File: config.mk
export PLATFORM = sky130hd
export DESIGN_NAME = sal_limit_ctrl
export DESIGN_NICKNAME = d
export VERILOG_FILES = /design/src/sal_pkg.sv /design/src/sal_jtag_engine.sv /design/src/sal_limit_ctrl.sv
export SDC_FILE = /design/constraint.sdc
export NUM_CORES = 1
export LEC_CHECK = 0
export ABC_AREA = 1
export BUFFER_PORTS_ARGS = -buffer_cell sky130_fd_sc_hd__buf_2
export CAP_MARGIN = 20
export CORE_ASPECT_RATIO = 1.4
export CORE_MARGIN = 1
export CORE_UTILIZATION = 50
export DETAILED_ROUTE_END_ITERATION = 10
export GPL_TIMING_DRIVEN = 0
export HOLD_SLACK_MARGIN = 0.03
export PLACE_DENSITY = 0.68
export SLEW_MARGIN = 20
export SYNTH_ARGS = -nofsm -noshare
export SYNTH_HDL_FRONTEND = slang
export SYNTH_SLANG_ARGS = --single-unit
File: constraint.sdc
create_clock -name clk_i -period 1.99 [get_ports clk_i]
set_input_delay 0.0995 -clock clk_i [delete_from_list [all_inputs] [get_ports clk_i]]
set_output_delay 0.0995 -clock clk_i [all_outputs]
set_load 0.01 [all_outputs]
File: src/sal_pkg.sv
// Shared constants and types for the scan-chain converter limit test controller
package sal_pkg;

  // Boundary chain shape and analogue cell positions
  localparam int unsigned SAL_CHAIN_LEN   = 198;
  localparam int unsigned SAL_IR_LEN      = 4;
  localparam int unsigned SAL_BIT_COMP    = 193;
  localparam int unsigned SAL_BIT_CONVERTER_POWER_ON   = 188;
  localparam int unsigned SAL_BIT_DAC_LO  = 177;
  localparam int unsigned SAL_BIT_EXTCH   = 176;
  localparam int unsigned SAL_BIT_HOLD    = 174;
  localparam int unsigned SAL_BIT_MUX_LO  = 165;
  localparam int unsigned SAL_BIT_PASS_GATE_ENABLE  = 161;
  localparam int unsigned SAL_BIT_COMPARATOR_PRECHARGE_N   = 160;

  // Converter line values
  localparam logic [9:0] SAL_DAC_MID      = 10'h200;
  localparam logic [7:0] SAL_MUX_IDLE     = 8'h01;
  localparam logic [7:0] SAL_MUX_RESET    = 8'h08;
  localparam logic [9:0] SAL_LOWER_RESET  = 10'h000;
  localparam logic [9:0] SAL_UPPER_RESET  = 10'h3FF;

  // Instruction codes are arbitrary defaults; set them for the target part
  localparam logic [3:0] SAL_IR_SAMPLE    = 4'h2;
  localparam logic [3:0] SAL_IR_EXTEST    = 4'h0;

  // TAP walks, sent LSB first on the test mode select line
  localparam logic [5:0] SAL_TMS_RESET    = 6'h1F;
  localparam logic [2:0] SAL_TMS_RESET_N  = 3'h6;
  localparam logic [5:0] SAL_TMS_TO_IR    = 6'h03;
  localparam logic [2:0] SAL_TMS_TO_IR_N  = 3'h4;
  localparam logic [5:0] SAL_TMS_TO_DR    = 6'h01;
  localparam logic [2:0] SAL_TMS_TO_DR_N  = 3'h3;

  // Timing
  localparam int unsigned SAL_CLK_NS      = 50;
  localparam int unsigned SAL_ENABLE_NS   = 200;
  localparam int unsigned SAL_ENABLE_CYC  = (SAL_ENABLE_NS + SAL_CLK_NS - 1) / SAL_CLK_NS;
  localparam logic [7:0]  SAL_TCK_HALF    = 8'h08;

  // Register map
  localparam logic [7:0] SAL_ADDR_CTRL    = 8'h00;
  localparam logic [7:0] SAL_ADDR_CHAN    = 8'h04;
  localparam logic [7:0] SAL_ADDR_LOWER   = 8'h08;
  localparam logic [7:0] SAL_ADDR_UPPER   = 8'h0C;
  localparam logic [7:0] SAL_ADDR_STATUS  = 8'h10;
  localparam int unsigned SAL_CTRL_START  = 0;
  localparam int unsigned SAL_ST_BUSY     = 0;
  localparam int unsigned SAL_ST_DONE     = 1;
  localparam int unsigned SAL_ST_LOW_OK   = 2;
  localparam int unsigned SAL_ST_HIGH_OK  = 3;
  localparam int unsigned SAL_ST_PASS     = 4;

  // Sequence steps
  localparam logic [3:0] SAL_SEQ_TRST     = 4'h0;
  localparam logic [3:0] SAL_SEQ_IR_SAMP  = 4'h1;
  localparam logic [3:0] SAL_SEQ_ROW1     = 4'h2;
  localparam logic [3:0] SAL_SEQ_IR_EXT   = 4'h3;
  localparam logic [3:0] SAL_SEQ_ROW2     = 4'h4;
  localparam logic [3:0] SAL_SEQ_WAIT     = 4'h5;
  localparam logic [3:0] SAL_SEQ_ROW_OFS  = 4'h3;
  localparam logic [3:0] SAL_SEQ_CHK_LOW  = 4'h9;
  localparam logic [3:0] SAL_SEQ_CHK_HIGH = 4'hE;
  localparam logic [3:0] SAL_SEQ_IDLE_ROW = 4'hF;

  typedef enum logic [1:0] {
    SAL_K_RESET = 2'h0,
    SAL_K_IR    = 2'h1,
    SAL_K_DR    = 2'h2
  } sal_kind_t;

  typedef enum logic [3:0] {
    SAL_E_IDLE  = 4'b0001,
    SAL_E_PRE   = 4'b0010,
    SAL_E_SHIFT = 4'b0100,
    SAL_E_POST  = 4'b1000
  } sal_eng_state_t;

  typedef enum logic [3:0] {
    SAL_C_IDLE  = 4'b0001,
    SAL_C_ISSUE = 4'b0010,
    SAL_C_BUSY  = 4'b0100,
    SAL_C_WAIT  = 4'b1000
  } sal_ctl_state_t;

endpackage

File: src/sal_jtag_engine.sv
// TAP walker: makes the test clock and shifts one instruction or data load
`timescale 1ns/100ps
`default_nettype none
module sal_jtag_engine #(
  parameter int unsigned WIDTH = sal_pkg::SAL_CHAIN_LEN,
  parameter logic [7:0]  HALF  = sal_pkg::SAL_TCK_HALF
) (
  input  wire logic               clk_i,
  input  wire logic               reset_i,
  input  wire logic               start_i,
  input  wire sal_pkg::sal_kind_t kind_i,
  input  wire logic [7:0]         len_i,
  input  wire logic [WIDTH-1:0]   data_i,
  output logic                    busy_o,
  output logic                    done_o,
  output logic [WIDTH-1:0]        data_o,
  output logic                    tck_o,
  output logic                    tms_o,
  output logic                    tdi_o,
  input  wire logic               tdo_i
);
  import sal_pkg::*;

  sal_eng_state_t   st_q, st_d;
  sal_kind_t        kind_q, kind_d;
  logic [7:0]       div_q, div_d;
  logic [7:0]       cnt_q, cnt_d;
  logic [7:0]       len_q, len_d;
  logic [5:0]       pre_q, pre_d;
  logic [WIDTH-1:0] sr_q, sr_d;
  logic             tck_q, tck_d;
  logic             tms_q, tms_d;
  logic             tdi_q, tdi_d;
  logic             cap_q, cap_d;
  logic             done_q, done_d;
  logic             s1_q, s2_q, s3_q;
  logic             tdo_f_q, tdo_f_d;
  logic             tick, rise, fall;

  always_comb
  begin
    st_d    = st_q;
    kind_d  = kind_q;
    div_d   = div_q;
    cnt_d   = cnt_q;
    len_d   = len_q;
    pre_d   = pre_q;
    sr_d    = sr_q;
    tck_d   = tck_q;
    tms_d   = tms_q;
    tdi_d   = tdi_q;
    cap_d   = cap_q;
    done_d  = 1'b0;
    // Pin input counts only once the last two stages agree
    tdo_f_d = (s2_q == s3_q) ? s3_q : tdo_f_q;
    tick    = (div_q == HALF - 8'h01);
    rise    = tick & ~tck_q;
    fall    = tick & tck_q;
    if (st_q != SAL_E_IDLE)
    begin
      div_d = tick ? 8'h00 : div_q + 8'h01;
      if (tick)
        tck_d = ~tck_q;
      // Device shifts on the rising edge, so the sample is taken there
      if (rise && cap_q)
        sr_d = {tdo_f_q, sr_q[WIDTH-1:1]};
    end
    case (st_q)
      SAL_E_IDLE:
      begin
        tck_d = 1'b0;
        div_d = 8'h00;
        if (start_i)
        begin
          kind_d = kind_i;
          len_d  = len_i;
          sr_d   = data_i;
          st_d   = SAL_E_PRE;
          if (kind_i == SAL_K_RESET)
          begin
            tms_d = SAL_TMS_RESET[0];
            pre_d = SAL_TMS_RESET >> 1;
            cnt_d = {5'h00, SAL_TMS_RESET_N} - 8'h01;
          end
          else if (kind_i == SAL_K_IR)
          begin
            tms_d = SAL_TMS_TO_IR[0];
            pre_d = SAL_TMS_TO_IR >> 1;
            cnt_d = {5'h00, SAL_TMS_TO_IR_N} - 8'h01;
          end
          else
          begin
            tms_d = SAL_TMS_TO_DR[0];
            pre_d = SAL_TMS_TO_DR >> 1;
            cnt_d = {5'h00, SAL_TMS_TO_DR_N} - 8'h01;
          end
        end
      end
      SAL_E_PRE:
      begin
        if (fall)
        begin
          if (cnt_q != 8'h00)
          begin
            tms_d = pre_q[0];
            pre_d = pre_q >> 1;
            cnt_d = cnt_q - 8'h01;
          end
          else if (kind_q == SAL_K_RESET)
          begin
            st_d   = SAL_E_IDLE;
            done_d = 1'b1;
          end
          else
          begin
            st_d  = SAL_E_SHIFT;
            tdi_d = sr_q[0];
            tms_d = (len_q == 8'h01);
            cap_d = 1'b1;
            cnt_d = len_q - 8'h01;
          end
        end
      end
      SAL_E_SHIFT:
      begin
        if (fall)
        begin
          if (cnt_q == 8'h00)
          begin
            st_d  = SAL_E_POST;
            tms_d = 1'b1;
            tdi_d = 1'b0;
            cap_d = 1'b0;
            cnt_d = 8'h01;
          end
          else
          begin
            tdi_d = sr_q[0];
            tms_d = (cnt_q == 8'h01);
            cnt_d = cnt_q - 8'h01;
          end
        end
      end
      SAL_E_POST:
      begin
        if (fall)
        begin
          if (cnt_q != 8'h00)
          begin
            tms_d = 1'b0;
            cnt_d = 8'h00;
          end
          else
          begin
            st_d   = SAL_E_IDLE;
            done_d = 1'b1;
          end
        end
      end
      default:
        st_d = SAL_E_IDLE;
    endcase
  end

  always_ff @(posedge clk_i)
  begin
    s1_q <= tdo_i;
    s2_q <= s1_q;
    s3_q <= s2_q;
    if (reset_i)
    begin
      st_q    <= SAL_E_IDLE;
      kind_q  <= SAL_K_RESET;
      div_q   <= 8'h00;
      cnt_q   <= 8'h00;
      len_q   <= 8'h00;
      pre_q   <= 6'h00;
      sr_q    <= '0;
      tck_q   <= 1'b0;
      tms_q   <= 1'b1;
      tdi_q   <= 1'b0;
      cap_q   <= 1'b0;
      done_q  <= 1'b0;
      tdo_f_q <= 1'b0;
    end
    else
    begin
      st_q    <= st_d;
      kind_q  <= kind_d;
      div_q   <= div_d;
      cnt_q   <= cnt_d;
      len_q   <= len_d;
      pre_q   <= pre_d;
      sr_q    <= sr_d;
      tck_q   <= tck_d;
      tms_q   <= tms_d;
      tdi_q   <= tdi_d;
      cap_q   <= cap_d;
      done_q  <= done_d;
      tdo_f_q <= tdo_f_d;
    end
  end

  assign busy_o = (st_q != SAL_E_IDLE);
  assign done_o = done_q;
  assign data_o = sr_q;
  assign tck_o  = tck_q;
  assign tms_o  = tms_q;
  assign tdi_o  = tdi_q;

endmodule // sal_jtag_engine
`default_nettype wire

File: src/sal_limit_ctrl.sv
// Boundary-scan controller that checks a converter input against two limits
// Operation
// - Safe idle row whenever converter is unused; loaded only as the last load of each test run, not after reset
// - Settle-assist optional; left low here
// - Only one negative comparator source selected
// - Differential amplifier never operated through scan
// - Lower limit expects low, upper expects high
// - Test pin input, pull-up off
// - Wait 200ns after converter enable
// - DAC at midpoint while sampling
// - First load preload, later loads extest
// - Five loads per limit in fixed order
// - Check comparator in row after precharge
// - Test clock fast enough for hold time
`timescale 1ns/100ps
`default_nettype none
module sal_limit_ctrl #(
  parameter int unsigned CHAIN_LEN  = sal_pkg::SAL_CHAIN_LEN,
  parameter int unsigned IR_LEN     = sal_pkg::SAL_IR_LEN,
  parameter logic [3:0]  IR_SAMPLE  = sal_pkg::SAL_IR_SAMPLE,
  parameter logic [3:0]  IR_EXTEST  = sal_pkg::SAL_IR_EXTEST,
  parameter logic [7:0]  TCK_HALF   = sal_pkg::SAL_TCK_HALF
) (
  input  wire logic       clk_i,
  input  wire logic       reset_i,
  input  wire logic [7:0] addr_i,
  input  wire logic [31:0] wdata_i,
  input  wire logic       wr_i,
  input  wire logic       rd_i,
  output logic [31:0]     rdata_o,
  output logic            tck_o,
  output logic            tms_o,
  output logic            tdi_o,
  input  wire logic       tdo_i
);
  import sal_pkg::*;

  // One chain load: all port cells zero, so every pin is an input, pull-up off
  function automatic logic [CHAIN_LEN-1:0] build_row(
    input logic       adc_on,
    input logic [9:0] dac,
    input logic [7:0] mux,
    input logic       hold,
    input logic       comparator_precharge_n_n
  );
    logic [CHAIN_LEN-1:0] r;
    r                                 = '0;
    r[SAL_BIT_CONVERTER_POWER_ON]                  = adc_on;
    r[SAL_BIT_DAC_LO +: 10]           = dac;
    r[SAL_BIT_EXTCH]                  = 1'b1;
    r[SAL_BIT_HOLD]                   = hold;
    r[SAL_BIT_MUX_LO +: 8]            = mux;
    r[SAL_BIT_PASS_GATE_ENABLE]                 = 1'b1;
    r[SAL_BIT_COMPARATOR_PRECHARGE_N]                  = comparator_precharge_n_n;
    // Negative select, ground, bandgap, amplifier, settle, switch-cap and
    // supply reference all stay zero: one negative source only
    return r;
  endfunction

  // Row number of the test table for a sequence step
  function automatic logic [3:0] row_of(input logic [3:0] step);
    if (step == SAL_SEQ_ROW1)
      return 4'h1;
    else if (step == SAL_SEQ_ROW2)
      return 4'h2;
    else
      return step - SAL_SEQ_ROW_OFS;
  endfunction

  sal_ctl_state_t st_q, st_d;
  logic [3:0]     step_q, step_d;
  logic [7:0]     wait_q, wait_d;
  logic [7:0]     chan_q, chan_d;
  logic [9:0]     lower_q, lower_d;
  logic [9:0]     upper_q, upper_d;
  logic           done_q, done_d;
  logic           low_ok_q, low_ok_d;
  logic           high_ok_q, high_ok_d;
  logic [31:0]    rdata_q, rdata_d;
  logic           eng_start;
  sal_kind_t      eng_kind;
  logic [7:0]     eng_len;
  logic [CHAIN_LEN-1:0] eng_data;
  logic [CHAIN_LEN-1:0] eng_out;
  logic           eng_busy;
  logic           eng_done;
  logic [3:0]     row;
  logic [9:0]     row_dac;
  logic           row_hold;
  logic           row_comparator_precharge_n;
  logic           busy;

  assign busy = (st_q != SAL_C_IDLE);

  // Row contents for the limit sequence
  always_comb
  begin
    row       = row_of(step_q);
    row_hold  = 1'b1;
    row_comparator_precharge_n = 1'b1;
    row_dac   = SAL_DAC_MID;
    if (row == 4'h2 || row == 4'h7)
      row_hold = 1'b0;
    if (row == 4'h4 || row == 4'h5)
      row_dac = lower_q;
    if (row == 4'h9 || row == 4'hA)
      row_dac = upper_q;
    if (row == 4'h5 || row == 4'hA)
      row_comparator_precharge_n = 1'b0;
  end

  // Command for the walker in each step
  always_comb
  begin
    eng_start = (st_q == SAL_C_ISSUE);
    eng_kind  = SAL_K_DR;
    eng_len   = CHAIN_LEN[7:0];
    eng_data  = build_row(1'b1, row_dac, chan_q, row_hold, row_comparator_precharge_n);
    if (step_q == SAL_SEQ_TRST)
    begin
      eng_kind = SAL_K_RESET;
      eng_data = '0;
    end
    else if (step_q == SAL_SEQ_IR_SAMP)
    begin
      eng_kind = SAL_K_IR;
      eng_len  = IR_LEN[7:0];
      eng_data = {{(CHAIN_LEN-4){1'b0}}, IR_SAMPLE};
    end
    else if (step_q == SAL_SEQ_IR_EXT)
    begin
      eng_kind = SAL_K_IR;
      eng_len  = IR_LEN[7:0];
      eng_data = {{(CHAIN_LEN-4){1'b0}}, IR_EXTEST};
    end
    else if (step_q == SAL_SEQ_IDLE_ROW)
      eng_data = build_row(1'b0, SAL_DAC_MID, SAL_MUX_IDLE, 1'b1, 1'b1);
  end

  // Sequencer and register file
  always_comb
  begin
    st_d      = st_q;
    step_d    = step_q;
    wait_d    = wait_q;
    chan_d    = chan_q;
    lower_d   = lower_q;
    upper_d   = upper_q;
    done_d    = done_q;
    low_ok_d  = low_ok_q;
    high_ok_d = high_ok_q;
    rdata_d   = 32'h0000_0000;
    // Limits and channel are frozen while a test runs
    if (wr_i && !busy)
    begin
      if (addr_i == SAL_ADDR_CHAN)
        chan_d = wdata_i[7:0];
      else if (addr_i == SAL_ADDR_LOWER)
        lower_d = wdata_i[9:0];
      else if (addr_i == SAL_ADDR_UPPER)
        upper_d = wdata_i[9:0];
      else if (addr_i == SAL_ADDR_CTRL && wdata_i[SAL_CTRL_START])
      begin
        st_d      = SAL_C_ISSUE;
        step_d    = SAL_SEQ_TRST;
        done_d    = 1'b0;
        low_ok_d  = 1'b0;
        high_ok_d = 1'b0;
      end
    end
    if (rd_i)
    begin
      if (addr_i == SAL_ADDR_CHAN)
        rdata_d[7:0] = chan_q;
      else if (addr_i == SAL_ADDR_LOWER)
        rdata_d[9:0] = lower_q;
      else if (addr_i == SAL_ADDR_UPPER)
        rdata_d[9:0] = upper_q;
      else if (addr_i == SAL_ADDR_STATUS)
      begin
        rdata_d[SAL_ST_BUSY]    = busy;
        rdata_d[SAL_ST_DONE]    = done_q;
        rdata_d[SAL_ST_LOW_OK]  = low_ok_q;
        rdata_d[SAL_ST_HIGH_OK] = high_ok_q;
        rdata_d[SAL_ST_PASS]    = done_q & low_ok_q & high_ok_q;
      end
    end
    case (st_q)
      SAL_C_IDLE:
        wait_d = 8'h00;
      SAL_C_ISSUE:
        st_d = SAL_C_BUSY;
      SAL_C_BUSY:
      begin
        if (eng_done)
        begin
          // Result of the precharge step is captured during the next load
          if (step_q == SAL_SEQ_CHK_LOW)
            low_ok_d = ~eng_out[SAL_BIT_COMP];
          if (step_q == SAL_SEQ_CHK_HIGH)
            high_ok_d = eng_out[SAL_BIT_COMP];
          if (step_q == SAL_SEQ_IDLE_ROW)
          begin
            st_d   = SAL_C_IDLE;
            done_d = 1'b1;
          end
          else if (step_q == SAL_SEQ_ROW2)
          begin
            st_d   = SAL_C_WAIT;
            step_d = SAL_SEQ_WAIT;
            wait_d = 8'h00;
          end
          else
          begin
            st_d   = SAL_C_ISSUE;
            step_d = step_q + 4'h1;
          end
        end
      end
      SAL_C_WAIT:
      begin
        // Converter was enabled by the last update; let its dummy run finish
        wait_d = wait_q + 8'h01;
        if (wait_q == SAL_ENABLE_CYC[7:0] - 8'h01)
        begin
          st_d   = SAL_C_ISSUE;
          step_d = step_q + 4'h1;
        end
      end
      default:
        st_d = SAL_C_IDLE;
    endcase
  end

  always_ff @(posedge clk_i)
  begin
    if (reset_i)
    begin
      st_q      <= SAL_C_IDLE;
      step_q    <= SAL_SEQ_TRST;
      wait_q    <= 8'h00;
      chan_q    <= SAL_MUX_RESET;
      lower_q   <= SAL_LOWER_RESET;
      upper_q   <= SAL_UPPER_RESET;
      done_q    <= 1'b0;
      low_ok_q  <= 1'b0;
      high_ok_q <= 1'b0;
      rdata_q   <= 32'h0000_0000;
    end
    else
    begin
      st_q      <= st_d;
      step_q    <= step_d;
      wait_q    <= wait_d;
      chan_q    <= chan_d;
      lower_q   <= lower_d;
      upper_q   <= upper_d;
      done_q    <= done_d;
      low_ok_q  <= low_ok_d;
      high_ok_q <= high_ok_d;
      rdata_q   <= rdata_d;
    end
  end

  assign rdata_o = rdata_q;

  // Test clock rate is set by TCK_HALF; it must stay fast enough for hold
  // Below five clocks the filtered data line lags and a stale bit is taken
  sal_jtag_engine #(
    .WIDTH (CHAIN_LEN),
    .HALF  (TCK_HALF)
  ) u_engine (
    .clk_i   (clk_i),
    .reset_i (reset_i),
    .start_i (eng_start),
    .kind_i  (eng_kind),
    .len_i   (eng_len),
    .data_i  (eng_data),
    .busy_o  (eng_busy),
    .done_o  (eng_done),
    .data_o  (eng_out),
    .tck_o   (tck_o),
    .tms_o   (tms_o),
    .tdi_o   (tdi_o),
    .tdo_i   (tdo_i)
  );

endmodule // sal_limit_ctrl
`default_nettype wire

==> run summary <==
outcome - complete, no violations
Setup CP Type - reg -> reg
Slew @ Worst Pin - 0.777 ns
Area growth, synth to finish - 15.4%
Initial Utilization - 51.1%
cells after synthesis - 1661
Routed Antenna Nets - 0
CP Capture Point - u_engine.tms_o$_SDFFE_PP1P_
slowest CP cell - dfxtp_1
initial antenna violation count - 0
critical path depth - 10
Peak VDD IR - 0.671 mV
Critical Path Start - u_engine.div_q[0]$_SDFFE_PP0N_
Setup crit start kind - flop
CTS Sinks - 292
R2R setup slack - 0.15 ns
share of the synthesized area in the top cell type - 47.7%
Slew headroom - 48.2%
vias in the first global route - 9986
CP arrival - 2.23 ns
post-synth top area cell - dfxtp_1
Avg WL per Cell - 12.9 um
MaxCap Viol Count - 0
share of cells above drive strength 1 - 13.3%
Netlist Area Pre-Place - 12300 um2
Post-Route WL - 27000 um
Buf/Inv on CP - 0
R2R Path Start - u_engine.div_q[0]$_SDFFE_PP0N_
power per cell area - 900 nW/um2
row count - 67
max incr delay on CP - 0.34 ns
power share of the sequential group - 46.6%
full die area - 25200 um2
vias - 10718
hold crit path type - in -> reg
Tot GR Track Use - 21.8%
fin. max-slew vios - 0
total number of yosys warnings - 0
Critical Path Fanout Max - 7
Lkg Pwr - 5.77 nW
port bufs - 34
fin crit share - 92.5%
CP most frequent cell - nand2_2
Post-synth ARST share - 0%
reg2reg end - u_engine.tms_o$_SDFFE_PP1P_
most numerous cell in the Yosys netlist - nor2_1
Mean Syn Cell Area - 7.38 um2
Clk pwr share - 45.9%
worst r2r path cells - 10
synthesis-stage register bit count - 292
setup TNS - 0 ns
Core ar. - 24000 um2
Final nets - 1819
sw power - 2.89 mW
commonest cells in the netlist - nor2_1 (430), dfxtp_1 (292), o21ai_0 (244), nand2_1 (220), inv_1 (85)
largest net degree at the start of global routing - 15
TritonCTS Buffers - 29
average vias per placed instance - 5.12
Post-synth EDFFs - 0
family with the most delay on the worst path - simple AND/OR/NAND/NOR gates
die width - 134 um
Yosys cell types - 46
Ports - 80
Post-DP Area - 12900 um2
clk_lat worst skew - 0.54 ns
FMAX - 0.543 GHz
combinational power share - 7.5%
ANT cells - 0
CP cell instances - ha_1 -> nand3_1 -> nor2_4 -> nand2_2 -> nand2_1 -> nand2_2 -> nor2_2 -> nand2_2 -> nand2_1 -> nand3_1
final non-filler cell area - 14100 um2
drt drc - 0
CTS tree - yes
filler cell count - 2294
endpoints failing hold - 0
DR iter-0 viols - 542
TritonRoute pass-1 iters - 5
RSZ-0062 raised after global routing - no
Root Buffer - clkbuf_16
Area contributors post-synth - dfxtp_1 (48%), nor2_1 (13%), o21ai_0 (10%), nand2_1 (6.7%), nand3_1 (3.1%)
Max clock buf depth - 3
GP Congestion - 0.897
htree depth - 1
# setup viols final - 0
first-pass GRT wire length - 45800 um
Fin Clk Skew - 0.0117 ns
worst endpoint required time - 2.37 ns
Main synth FF type - dfxtp_1
Die Y - 187 um
switching part of the total - 22.7%
total grt overflow - 0
clock-pin slew on the worst setup and hold paths - 0.06 ns
DP Wirelength - 18900 um
post-synthesis sequential area ratio - 47.7%
cell internal pwr - 9.84 mW
Min Clock Period, post-route - 1.84 ns
Crit. End Element - flop
==> worst min path at each step <==
stage                     startpoint                 endpoint  cells past startpoint
after global placement         tdo_i    u_engine.s1_q$_DFF_P_                      1
final                           wr_i  upper_q[9]$_SDFFE_PP1P_                      4
after floorplan                tdo_i    u_engine.s1_q$_DFF_P_                      0
after global routing       addr_i[3]    rdata_o[8]$_SDFF_PP0_                      5
after detailed placement       tdo_i    u_engine.s1_q$_DFF_P_                      1
after CTS                       wr_i  upper_q[9]$_SDFFE_PP1P_                      4
==> placed cells by master (no fill, tap or decap), types with 22 or more instances in the layout <==
cell         n
dfxtp_1    291
a21oi_1     71
nand2_1    220
clkbuf_16   29
buf_2       63
conb_1      22
nand3_1     77
nor2_1     427
buf_4       36
inv_1       83
o21ai_0    243
==> layer usage <==
metal	up-vias	routed length, um	track usage (%)
met5	-	0	0
li1	5545	-	-
met1	4921	11500	25.1
met2	193	13700	40.3
met4	0	907	7.99
met3	59	972	2.82
==> state kept, by name (all words and copies together), names as in the netlist, 2 cells and up <==
register         cells
u_engine.kind_q      2
u_engine.len_q       2
u_engine.st_q        4
upper_q             10
u_engine.pre_q       4
chan_q               8
u_engine.div_q       8
wait_q               8
u_engine.data_o    198
u_engine.cnt_q       8
rdata_o             10
step_q               4
lower_q             10
st_q                 4
==> worst register-to-register path, cell delays in order (launching register included) <==
cell,delay (ns)
dfxtp_1,0.34
ha_1,0.20
nand3_1,0.14
nor2_4,0.18
nand2_2,0.13
nand2_1,0.12
nand2_2,0.09
nor2_2,0.19
nand2_2,0.14
nand2_1,0.08
nand3_1,0.07
==> final cells by class <==
type	instances	area [um2]	share of cell area [%]
sequential	292	5850	41.4
inverter	99	379	2.68
buffer	102	614	4.35
tap	310	388	2.74
timing repair buffer	50	338	2.39
clock buffer	42	855	6.04
multi-input combinational	1189	5540	39.2
clock inverter	11	180	1.27
==> what timing repair did <==
action	in CTS	in global routing
setup buffers	0	2
hold buffers	14	0
endpoints found under the setup margin	0	112
resized for setup	0	26
hold endpoints to repair	35	0
==> kinds of logic (layout without fill, tap and decap cells) <==
logic type / Yosys count / after routing / share of synthesized area (%)
DFF: 292 / 292 / 47.7
buffers and inverters: 201 / 304 / 8.01
adders and majority gates: 11 / 11 / 1.12
AOI/OAI and AO/OA: 351 / 351 / 15.0
other: 1 / 22 / 0.0306
xor gates and xnor gates: 3 / 3 / 0.214
and+or+nand+nor: 802 / 802 / 28.0
==> per-stage QoR <==
step	power, mW	hold slack, ns	cells	worst slack, ns	util (%)
final	12.7	0.0677	2095	0.149	59.0
after global placement	6.95	0.203	2026	0.00972	53.8
after floorplan	6.74	0.127	1682	0.258	-
after CTS	12.8	0.0302	2093	0.00283	58.7
after detailed placement	6.96	0.204	2026	0.0124	53.8
after global routing	13.2	0.0617	2095	0.00530	59.0
==> power by group through the flow <==
stage          Clock, mW  Sequential, mW  Combinational (mW)
3_5_place_dp           0            6.06               0.899
3_3_place_gp           0            6.06               0.890
2_1_floorplan          0            6.05               0.682
6_report            5.84            5.93               0.955
4_1_cts             5.98            5.93               0.924
5_1_grt             6.21            5.93                1.08
Power figures use the tool's default switching activity.
